File: config.mk
export PLATFORM = sky130hd
export DESIGN_NAME = port_power_ctrl
export DESIGN_NICKNAME = d
export VERILOG_FILES = /design/src/verilog/port_power_pkg.sv /design/src/verilog/port_power_ctrl.sv
export VERILOG_INCLUDE_DIRS = /design/src /design/src/verilog
export SDC_FILE = /design/constraint.sdc
export NUM_CORES = 1
export LEC_CHECK = 0
export ABC_AREA = 1
export ABC_CLOCK_PERIOD_IN_PS = 2200
export BUFFER_PORTS_ARGS = -buffer_cell sky130_fd_sc_hd__buf_2
export CAP_MARGIN = 20
export CORE_MARGIN = 2
export CORE_UTILIZATION = 35
export CTS_CLUSTER_SIZE = 14
export DETAILED_ROUTE_END_ITERATION = 10
export GPL_TIMING_DRIVEN = 1
export SLEW_MARGIN = 20
export SYNTH_ARGS = -nofsm -noshare
export SYNTH_HDL_FRONTEND = slang
export SYNTH_SLANG_ARGS = --single-unit
File: constraint.sdc
create_clock -name clock -period 2.2 [get_ports clock]
set_clock_uncertainty 0.1 [all_clocks]
set_input_delay 0.33 -clock clock [delete_from_list [all_inputs] [get_ports clock]]
set_output_delay 0.33 -clock clock [all_outputs]
set_load 0.05 [all_outputs]
File: src/verilog/port_power_map.svh
// Purpose: positions and timing counts for the port power block
// Assumes: core clock of 10 MHz
// Notes:   mask and cycle counts feed top-level parameters so a bench can shorten them
`ifndef PORT_POWER_MAP_SVH
`define PORT_POWER_MAP_SVH

`define CLOCK_PERIOD_NS   100
// fault must persist this long before it counts
`define MASK_TIME_US      1000
`define MASK_CYCLES       ((`MASK_TIME_US * 1000) / `CLOCK_PERIOD_NS)
// auto-recovery re-check period
`define CYCLE_TIME_MS     100
`define CYCLE_CYCLES      ((`CYCLE_TIME_MS * 1000000) / `CLOCK_PERIOD_NS)
// discharge pulse on the way into active, a least time: rounded up
`define DISCHARGE_TIME_US 200
`define DISCHARGE_CYCLES  \
  (((`DISCHARGE_TIME_US * 1000) + `CLOCK_PERIOD_NS - 1) / `CLOCK_PERIOD_NS)

`define COUNT_WIDTH       20
// bit positions of the maskable fault vector
`define FLT_OVER_CURRENT  0
`define FLT_BUS_UV        1
`define FLT_BV_SOURCE     2
`define FLT_BV_CORE       3
`define FLT_DISCHARGE     4
`define FLT_SOURCE_OV     5
`define FLT_COUNT         6
// strap layout
`define STRAP_COMM_BIT    3
`define SYNC_WIDTH        21

`endif

File: src/verilog/port_power_pkg.sv
// Purpose: shared types of the port power block
// Assumes: constants live in port_power_map.svh
// Notes:   struct order is fixed, the sync vector relies on the widths
package port_power_pkg;

  typedef enum logic [2:0] {st_sleep, st_detect, st_entry, st_active, st_error} state_t;

  // analog comparator and detector results, all asynchronous
  typedef struct packed {
    logic source_uv;
    logic source_ov;
    logic die_hot;
    logic over_current;
    logic bus_uv;
    logic bv_source;
    logic bv_core;
    logic discharge_err;
    logic attach_seen;
    logic removal_seen;
  } analog_t;

  // discrete control pins, asynchronous
  typedef struct packed {
    logic port_power_permit;
    logic attach_watch_enable;
    logic mode_bit_a;
    logic mode_bit_b;
    logic emulation_on;
    logic fault_hold_pin;
    logic polarity_strap;
  } pin_t;

  // host-written configuration bits, core clock domain
  typedef struct packed {
    logic mode_bit_a_cfg;
    logic mode_bit_b_cfg;
    logic emulation_on_cfg;
    logic port_power_permit_cfg;
    logic attach_watch_cfg;
    logic fault_hold_bit;
    logic ignore_pins_bit;
    logic enable_behaviour_otp;
  } cfg_t;

  typedef struct packed {
    logic power;
    logic bypass;
    logic high_speed;
    logic discharge;
  } switch_t;

endpackage

File: src/verilog/port_power_ctrl.sv
// Purpose: power state, switch and fault control of a usb port power switch
// Assumes: one 10 MHz core clock, comparators asynchronous to it
// Notes:   host config bits come from logic on the core clock
//
// Overview of operation
// - no active or switch while blocked
// - active goes to error on any fault
// - detect errors only on backdrive, overtemperature
// - sleep errors only on backdrive
// - error opens all switches, asserts alert
// - latched: clear flag or toggle permit
// - auto-recovery re-checks every cycle period
// - clean re-check returns, restarting active mode
// - removal in error re-checks, picks state
// - source backvoltage opens switch, masked error
// - core backvoltage opens bypass, masked error
// - lasting source overvoltage enters error from entry or active
// - strap sets limit and comm mode
// - polarity strap latched once at power-up
// - modes zero with permit: detection off
// - ignore bit drops mode pins in smbus
// - ignore bit drops permit pin in smbus
// - switch never closed without permit
// - fault hold from pin or bit
// - attach watch with otp behaviour bit requires attach before power
// - attach watch from bit or pin
// - detect to active ordered sequence
// - faults other than overtemperature persist mask time before alert
`timescale 1ns/100ps
`include "port_power_map.svh"

module port_power_ctrl #(
  parameter int mask_cycles  = `MASK_CYCLES,
  parameter int cycle_cycles = `CYCLE_CYCLES
) (
  input  wire logic                    clock,
  input  wire logic                    arst_n,
  input  wire port_power_pkg::analog_t analog_async,
  input  wire port_power_pkg::pin_t    pins_async,
  input  wire logic [3:0]              interface_and_limit_strap,
  input  wire port_power_pkg::cfg_t    cfg,
  input  wire logic                    fault_clear,
  output port_power_pkg::switch_t      switches,
  output logic                         alert_n,
  output port_power_pkg::state_t       power_state,
  output logic                         fault_flag,
  output logic                         back_voltage_flag,
  output logic                         attach_detect_on,
  output logic                         removal_detect_on,
  output logic                         smbus_mode,
  output logic [2:0]                   limit_code,
  output logic                         polarity_high
);

  localparam int dis_cycles = `DISCHARGE_CYCLES;

  // two-flop synchroniser on every async bit
  logic [`SYNC_WIDTH-1:0] meta_reg;
  logic [`SYNC_WIDTH-1:0] sync_reg;
  wire  [`SYNC_WIDTH-1:0] async_vec = {analog_async, pins_async, interface_and_limit_strap};

  for (genvar i = 0; i < `SYNC_WIDTH; i++) begin : g_sync
    always_ff @(posedge clock or negedge arst_n) begin
      if (!arst_n) begin
        meta_reg[i] <= 1'b0;
        sync_reg[i] <= 1'b0;
      end else begin
        meta_reg[i] <= async_vec[i];
        sync_reg[i] <= meta_reg[i];
      end
    end
  end

  port_power_pkg::analog_t a;
  port_power_pkg::pin_t    p;
  logic [3:0]              strap_s;
  assign {a, p, strap_s} = sync_reg;

  // strap capture on the first edge after the sync chain has filled
  logic [1:0] strap_wait_reg;
  logic       strap_taken_reg;
  always_ff @(posedge clock or negedge arst_n) begin
    if (!arst_n) begin
      strap_wait_reg  <= 2'h0;
      strap_taken_reg <= 1'b0;
      smbus_mode      <= 1'b0;
      limit_code      <= 3'h0;
      polarity_high   <= 1'b1;
    end else if (!strap_taken_reg) begin
      strap_wait_reg <= strap_wait_reg + 2'h1;
      if (strap_wait_reg == 2'h2) begin
        strap_taken_reg <= 1'b1;
        smbus_mode      <= strap_s[`STRAP_COMM_BIT];
        limit_code      <= strap_s[2:0];
        polarity_high   <= p.polarity_strap;
      end
    end
  end

  // control selection between pins and host bits
  wire pins_used  = !(smbus_mode && cfg.ignore_pins_bit);
  wire pin_permit = polarity_high ? p.port_power_permit : !p.port_power_permit;
  wire permit     = smbus_mode ? (cfg.port_power_permit_cfg || (pins_used && pin_permit))
                               : pin_permit;
  wire [2:0] mode_pin = {p.mode_bit_a, p.mode_bit_b, p.emulation_on};
  wire [2:0] mode_cfg = {cfg.mode_bit_a_cfg, cfg.mode_bit_b_cfg, cfg.emulation_on_cfg};
  wire [2:0] modes    = smbus_mode ? (mode_cfg | (pins_used ? mode_pin : 3'h0))
                                   : mode_pin;
  wire modes_zero  = (modes == 3'h0);
  wire watch       = smbus_mode ? cfg.attach_watch_cfg : p.attach_watch_enable;
  wire latch_mode  = smbus_mode ? cfg.fault_hold_bit : p.fault_hold_pin;
  wire detect_kill = modes_zero && permit;

  // edge detection on synced detector and permit levels
  logic attach_d_reg;
  logic removal_d_reg;
  logic permit_d_reg;
  wire  attach_edge  = a.attach_seen && !attach_d_reg && attach_detect_on;
  wire  removal_edge = a.removal_seen && !removal_d_reg && removal_detect_on;
  wire  permit_flip  = permit != permit_d_reg;

  port_power_pkg::state_t state_reg;
  port_power_pkg::state_t state_next;
  port_power_pkg::state_t target;

  // attach memory, forgotten on removal, sleep or watch off
  logic attached_reg;
  wire  attached_next = (attached_reg || attach_edge) && !removal_edge && watch
                        && (state_reg != port_power_pkg::st_sleep);
  // a removal in this very cycle already counts as detached, so error exits to detect
  wire  need_attach   = watch && cfg.enable_behaviour_otp
                        && (!attached_reg || removal_edge);

  // state the controls ask for
  always_comb begin
    if (!strap_taken_reg || (!permit && !watch) || detect_kill)
      target = port_power_pkg::st_sleep;
    else if (!permit || a.source_uv || need_attach)
      target = watch ? port_power_pkg::st_detect : port_power_pkg::st_sleep;
    else
      target = port_power_pkg::st_entry;
  end

  // back-voltage hits: raised while the switch was closed, held while the back voltage lasts
  logic bv_src_hit_reg;
  logic bv_core_hit_reg;
  wire  bv_src_hit_next  = a.bv_source && (bv_src_hit_reg || switches.power);
  wire  bv_core_hit_next = a.bv_core && (bv_core_hit_reg || switches.bypass);
  wire  in_sleep         = (state_reg == port_power_pkg::st_sleep);

  // maskable fault levels
  wire [`FLT_COUNT-1:0] raw;
  assign raw[`FLT_OVER_CURRENT] = a.over_current;
  assign raw[`FLT_BUS_UV]       = a.bus_uv;
  assign raw[`FLT_BV_SOURCE]    = bv_src_hit_reg || (in_sleep && a.bv_source);
  assign raw[`FLT_BV_CORE]      = bv_core_hit_reg || (in_sleep && a.bv_core);
  assign raw[`FLT_DISCHARGE]    = a.discharge_err;
  assign raw[`FLT_SOURCE_OV]    = a.source_ov;

  // per-fault mask counters, saturating at the mask count
  logic [`COUNT_WIDTH-1:0] mask_cnt_reg [`FLT_COUNT];
  logic [`FLT_COUNT-1:0]   qual;
  for (genvar f = 0; f < `FLT_COUNT; f++) begin : g_mask
    assign qual[f] = (mask_cnt_reg[f] == `COUNT_WIDTH'(mask_cycles));
    always_ff @(posedge clock or negedge arst_n) begin
      if (!arst_n)
        mask_cnt_reg[f] <= '0;
      else if (!raw[f])
        mask_cnt_reg[f] <= '0;
      else if (!qual[f])
        mask_cnt_reg[f] <= mask_cnt_reg[f] + `COUNT_WIDTH'(1);
    end
  end

  // per-state fault sets; thermal skips the mask
  wire bv_q       = qual[`FLT_BV_SOURCE] || qual[`FLT_BV_CORE];
  wire err_active = a.die_hot || (qual != '0);
  wire err_detect = a.die_hot || bv_q;
  wire err_sleep  = bv_q;
  wire all_clear  = !a.die_hot && (raw == '0) && !a.bv_source && !a.bv_core;

  // recovery timer, runs only in error
  logic [`COUNT_WIDTH-1:0] cyc_cnt_reg;
  wire  cyc_done   = (cyc_cnt_reg == `COUNT_WIDTH'(cycle_cycles));
  wire  in_error   = (state_reg == port_power_pkg::st_error);
  wire  recheck    = (latch_mode && (fault_clear || permit_flip))
                     || (!latch_mode && cyc_done)
                     || removal_edge;
  // discharge step counter for the way into active
  logic [`COUNT_WIDTH-1:0] dis_cnt_reg;
  wire  dis_done   = (dis_cnt_reg == `COUNT_WIDTH'(dis_cycles));

  // power state machine
  always_comb begin
    state_next = state_reg;
    case (state_reg)
      port_power_pkg::st_sleep: begin
        if (err_sleep)
          state_next = port_power_pkg::st_error;
        else
          state_next = target;
      end
      port_power_pkg::st_detect: begin
        if (err_detect)
          state_next = port_power_pkg::st_error;
        else
          state_next = target;
      end
      port_power_pkg::st_entry: begin
        if (err_active)
          state_next = port_power_pkg::st_error;
        else if (target != port_power_pkg::st_entry)
          state_next = target;
        else if (dis_done)
          state_next = port_power_pkg::st_active;
      end
      port_power_pkg::st_active: begin
        if (err_active)
          state_next = port_power_pkg::st_error;
        else if (target != port_power_pkg::st_entry)
          state_next = target;
      end
      port_power_pkg::st_error: begin
        if (recheck && all_clear)
          state_next = target;
      end
      default: state_next = port_power_pkg::st_sleep;
    endcase
  end

  wire [`COUNT_WIDTH-1:0] dis_cnt_next =
    (state_next == port_power_pkg::st_entry && state_reg == port_power_pkg::st_entry)
    ? dis_cnt_reg + `COUNT_WIDTH'(1) : '0;

  // switch drive; every path into active restarts through entry
  wire to_active = (state_next == port_power_pkg::st_active);
  port_power_pkg::switch_t sw_next;
  assign sw_next.power      = to_active && permit && !bv_src_hit_next;
  assign sw_next.bypass     = (state_next == port_power_pkg::st_detect)
                              && !bv_core_hit_next;
  assign sw_next.high_speed = to_active;
  assign sw_next.discharge  = (state_next == port_power_pkg::st_entry)
                              && (dis_cnt_next != '0);

  // detection enables follow state and watch
  wire attach_det_next  = watch && !detect_kill
                          && (state_next == port_power_pkg::st_detect);
  wire removal_det_next = watch && !detect_kill
                          && (state_next != port_power_pkg::st_sleep);

  always_ff @(posedge clock or negedge arst_n) begin
    if (!arst_n) begin
      state_reg         <= port_power_pkg::st_sleep;
      switches          <= '0;
      alert_n           <= 1'b1;
      fault_flag        <= 1'b0;
      attach_detect_on  <= 1'b0;
      removal_detect_on <= 1'b0;
      attached_reg      <= 1'b0;
      bv_src_hit_reg    <= 1'b0;
      bv_core_hit_reg   <= 1'b0;
      dis_cnt_reg       <= '0;
      attach_d_reg      <= 1'b0;
      removal_d_reg     <= 1'b0;
      permit_d_reg      <= 1'b0;
    end else begin
      state_reg         <= state_next;
      switches          <= sw_next;
      alert_n           <= (state_next != port_power_pkg::st_error);
      fault_flag        <= (state_next == port_power_pkg::st_error);
      attach_detect_on  <= attach_det_next;
      removal_detect_on <= removal_det_next;
      attached_reg      <= attached_next;
      bv_src_hit_reg    <= bv_src_hit_next;
      bv_core_hit_reg   <= bv_core_hit_next;
      dis_cnt_reg       <= dis_cnt_next;
      attach_d_reg      <= a.attach_seen;
      removal_d_reg     <= a.removal_seen;
      permit_d_reg      <= permit;
    end
  end
  assign power_state = state_reg;

  // recovery timer restarts each period so auto mode keeps polling
  always_ff @(posedge clock or negedge arst_n) begin
    if (!arst_n)
      cyc_cnt_reg <= '0;
    else if (!in_error || cyc_done)
      cyc_cnt_reg <= '0;
    else
      cyc_cnt_reg <= cyc_cnt_reg + `COUNT_WIDTH'(1);
  end

  // sticky back-voltage flag; a new event beats the clear
  always_ff @(posedge clock or negedge arst_n) begin
    if (!arst_n)
      back_voltage_flag <= 1'b0;
    else if (qual[`FLT_BV_SOURCE] || qual[`FLT_BV_CORE])
      back_voltage_flag <= 1'b1;
    else if (fault_clear)
      back_voltage_flag <= 1'b0;
  end

  // checks
  a_switch_permit: assert property (@(posedge clock) disable iff (!arst_n)
    switches.power |-> $past(permit))
    else $error("power switch closed without permit");
  a_error_open: assert property (@(posedge clock) disable iff (!arst_n)
    power_state == port_power_pkg::st_error |-> switches == '0 && !alert_n)
    else $error("switch closed or alert idle in error");
  a_blocked_active: assert property (@(posedge clock) disable iff (!arst_n)
    (a.source_uv || !permit) && state_reg != port_power_pkg::st_error
    |=> power_state != port_power_pkg::st_active)
    else $error("active while blocked");
  a_bv_open_now: assert property (@(posedge clock) disable iff (!arst_n)
    a.bv_source && switches.power |=> !switches.power)
    else $error("switch not opened on back voltage");
  a_mask_wait: assert property (@(posedge clock) disable iff (!arst_n)
    $rose(raw[`FLT_OVER_CURRENT]) ##1 raw[`FLT_OVER_CURRENT] && !a.die_hot
    |-> !qual[`FLT_OVER_CURRENT])
    else $error("fault qualified before mask time");
  a_sleep_error: assert property (@(posedge clock) disable iff (!arst_n)
    state_reg == port_power_pkg::st_sleep && !bv_q
    |=> state_reg != port_power_pkg::st_error)
    else $error("sleep left for error without backdrive");
  a_latch_hold: assert property (@(posedge clock) disable iff (!arst_n)
    in_error && latch_mode && !fault_clear && !permit_flip && !removal_edge
    |=> in_error)
    else $error("latched error left without clear");
  a_entry_order: assert property (@(posedge clock) disable iff (!arst_n)
    $rose(switches.discharge) |-> !switches.bypass && !switches.power
    && !attach_detect_on)
    else $error("discharge overlaps another switch");
  a_detect_kill: assert property (@(posedge clock) disable iff (!arst_n)
    detect_kill |=> !attach_detect_on && !removal_detect_on)
    else $error("detection on with modes zero");
  a_strap_fixed: assert property (@(posedge clock) disable iff (!arst_n)
    strap_taken_reg |=> $stable(polarity_high) && $stable(smbus_mode))
    else $error("strap value changed after capture");

endmodule

==> impl_metrics.toml <==
[synthesis]
synth.top_cell.area_share_pct = 51.4
ys.flop_type = "dfrtp_1"
ys_top_cells_by_area = "dfrtp_1 (51%), inv_1 (7.7%), nand2_1 (7.0%), nor2_1 (6.5%), a21oi_1 (4.3%)"
yosys_warnings = 0
syn_inst = 1340
synth.distinct_cells = 46
yosysTopAreaCell = "dfrtp_1"
syn_nets = 1389
synth_edf_count = 0
seq_area_frac_synth_pct = 51.9
synth_common_cells = "inv_1 (227), dfrtp_1 (226), nand2_1 (206)"
ys_seq_elements = 228
avgSynthCellArea_um2 = 8.21
ys_async_sr_fraction_pct = 100
synth_most_common_cell = "inv_1"
synth_area_um2 = 11000

[setup_path]
worst_setup_path_start_kind = "register"
reg2reg_setup_slack_ps = -190
arrival_ps = 2700
worstSetupEndpointType = "register"
worstPathMaxFanout = 7
reg2reg_depth = 20
reg2reg_to = "switches[0]"
path_class = "reg -> reg"
crit_required_ps = 2520
reg2reg_from = "mask_cnt_reg[80]"

[layout]
fill_cells = 2898
multi_input_area_um2 = 4920
antenna_cells = 0
area_growth_pct = 38.1
regArea_um2 = 5710
final_nets = 1700
drive_above_1_share_pct = 29.4
largest_reg_flops = 120

[drt]
drtPass1Iterations = 5
num_vias = 9668
wl_mm = 26.2
drc = 0
vias_per_cell = 4.68
ant_nets = 0
wire_per_inst_um = 12.7
drtIter0Drc = 476

[floorplan]
die_width_um = 181
start_util_pct = 35.8
die-area_um2 = 32900
core-area_um2 = 30700
dieHeight_um = 181
num_rows = 64
ios = 49

[global_route]
antenna_found_initial = 0
grt_pass1_wl_mm = 43.5
first_global_vias = 9354
grt_usage_pct = 15.8
overflow = 0
grt_max_degree = 63

[placed_design]
portBuffers = 48
place_ws_ps = -204
gp_congestion = 0.870
hpwl_mm = 18.2

[power]
ir_drop_v = 0.000650
power_per_cell_area_nw_per_um2 = 703
p_leak_nw = 7.10

[min_path]
hold_depth = 3
holdPathEnd = "permit_d_reg"
hp-start = "cfg[4]"
hp-class = "in -> reg"

[clock_tree]
cts_buffers = 27
h-tree-depth = 1
clk_pin_slew_ps = 60
clock_latency_ps = 530
clkSinkCount = 228
max-clock-path-buffers = 3
cts_root_buffer = "clkbuf_16"
tritoncts = "yes"

[timing]
finalHoldViolations = 0
max_freq_ghz = 0.419
hold_slack_ps = 50.6
finalSetupTns_ps = -3030
rsz0062_at_grt = "true"
finalCritPeriodShare_pct = 108
worst_slack_ps = -186
min_period_ps = 2390
maxSlewViolCount = 0
finalSetupViolations = 27
max_slew.worst_pin.slew_ps = 432
max_slew_margin_pct = 71.0

[status]
violations = "setup timing"
status = "finished, violations left"

[run]
drv_cap = 0
[power by group]
group | internal, mW | total [mW] | switching (mW)
Sequential | 4.36 | 4.45 | 0.0952
Combinational | 0.604 | 1.57 | 0.961
Clock | 2.94 | 4.67 | 1.73
Total | 7.90 | 10.7 | 2.79
[per-layer routing]
layer	part of all wire (%)	global-route usage [%]	vias up
met3	3.9	2.60	46
met5	0	0	-
met4	2.4	4.72	0
met1	45	21.1	4520
met2	48	26.4	134
li1	-	-	4968
[cells in the final DEF, fill, tap and decap left out, drive strengths merged, types with 2 or more instances in the layout]
cell / n
o31ai: 2
mux2: 4
bufinv: 4
dfrtp: 226
o41ai: 2
nand4: 21
clkinv: 6
or2: 4
and3: 3
a31oi: 7
clkbuf: 37
ha: 17
nor3b: 7
inv: 235
buf: 266
a211oi: 2
a22oi: 2
nor3: 69
o21ai: 88
xnor2: 2
xor2: 10
a21oi: 94
nand2: 215
nor2: 208
dlygate4sd3: 23
clkinvlp: 3
nand3: 72
nor4: 25
or4: 2
dfstp: 2
o21a: 7
[repair_timing]
item	in CTS	in global routing
resized for setup	48	118
pin swaps	15	57
endpoints found under the setup margin	29	72
endpoints found under the hold margin	249	0
gates cloned	2	0
hold buffers	23	0
buffers inserted	20	28
[metrics by stage]
step	cell area [um^2]	util [%]	cells	total power, mW
3_3_place_gp	13100	42.5	1950	5.88
5_1_grt	15200	49.5	2066	11.2
6_report	15200	49.5	2066	10.7
4_1_cts	14600	47.4	2043	10.7
3_5_place_dp	13100	42.5	1950	5.90
2_1_floorplan	11000	-	1340	5.25
[cell type report]
| class | count | share of cell area (%) |
|---|---|---|
| clock inverter | 11 | 1.07 |
| sequential | 228 | 37.6 |
| multi-input combinational | 868 | 32.4 |
| clock buffer | 37 | 5.15 |
| timing repair inverter | 1 | 0.107 |
| inverter | 236 | 5.87 |
| tap | 396 | 3.26 |
| timing repair buffer | 289 | 14.6 |
[critical path: stages (launching register included)]
cell and delay (ps):
dfrtp_1 380, inv_2 50, ha_2 180, nand2_1 60, inv_1 40, nand2_1 50, nor2_1 40, nand3_1 110
nand2_2 90, nor2_4 130, nand2_2 60, buf_4 140, nor2_2 90, nand3_2 110, nand3_4 130, nor2_4 50
buf_12 150, nand2_4 60, nand3_2 80, nor2_1 120, nand2_1 60
[worst max path at each step]
stage	startpoint	to	slack [ps]	cells after the start
3_3_place_gp	mask_cnt_reg[80]	dis_cnt_reg[2]	-110	17
4_1_cts	mask_cnt_reg[80]	mask_cnt_reg[98]	-140	16
2_1_floorplan	polarity_high	switches[0]	-5	20
3_5_place_dp	mask_cnt_reg[80]	dis_cnt_reg[14]	-200	17
6_report	mask_cnt_reg[80]	switches[0]	-190	20
5_1_grt	cyc_cnt_reg[0]	switches[0]	-410	22
[cell families (layout without fill, tap and decap cells)]
group / after synthesis / after routing / synth area share [%]
AND/OR/NAND/NOR: 626 / 627 / 26.3
multiplexers: 4 / 4 / 0.409
flip-flops: 228 / 228 / 51.9
buffers and inverters: 245 / 574 / 8.43
adder cells (fa/ha/maj): 17 / 17 / 1.93
AO/OA/AOI/OAI: 208 / 208 / 10.1
XOR/XNOR: 12 / 12 / 0.955
Power figures use the tool's default switching activity.
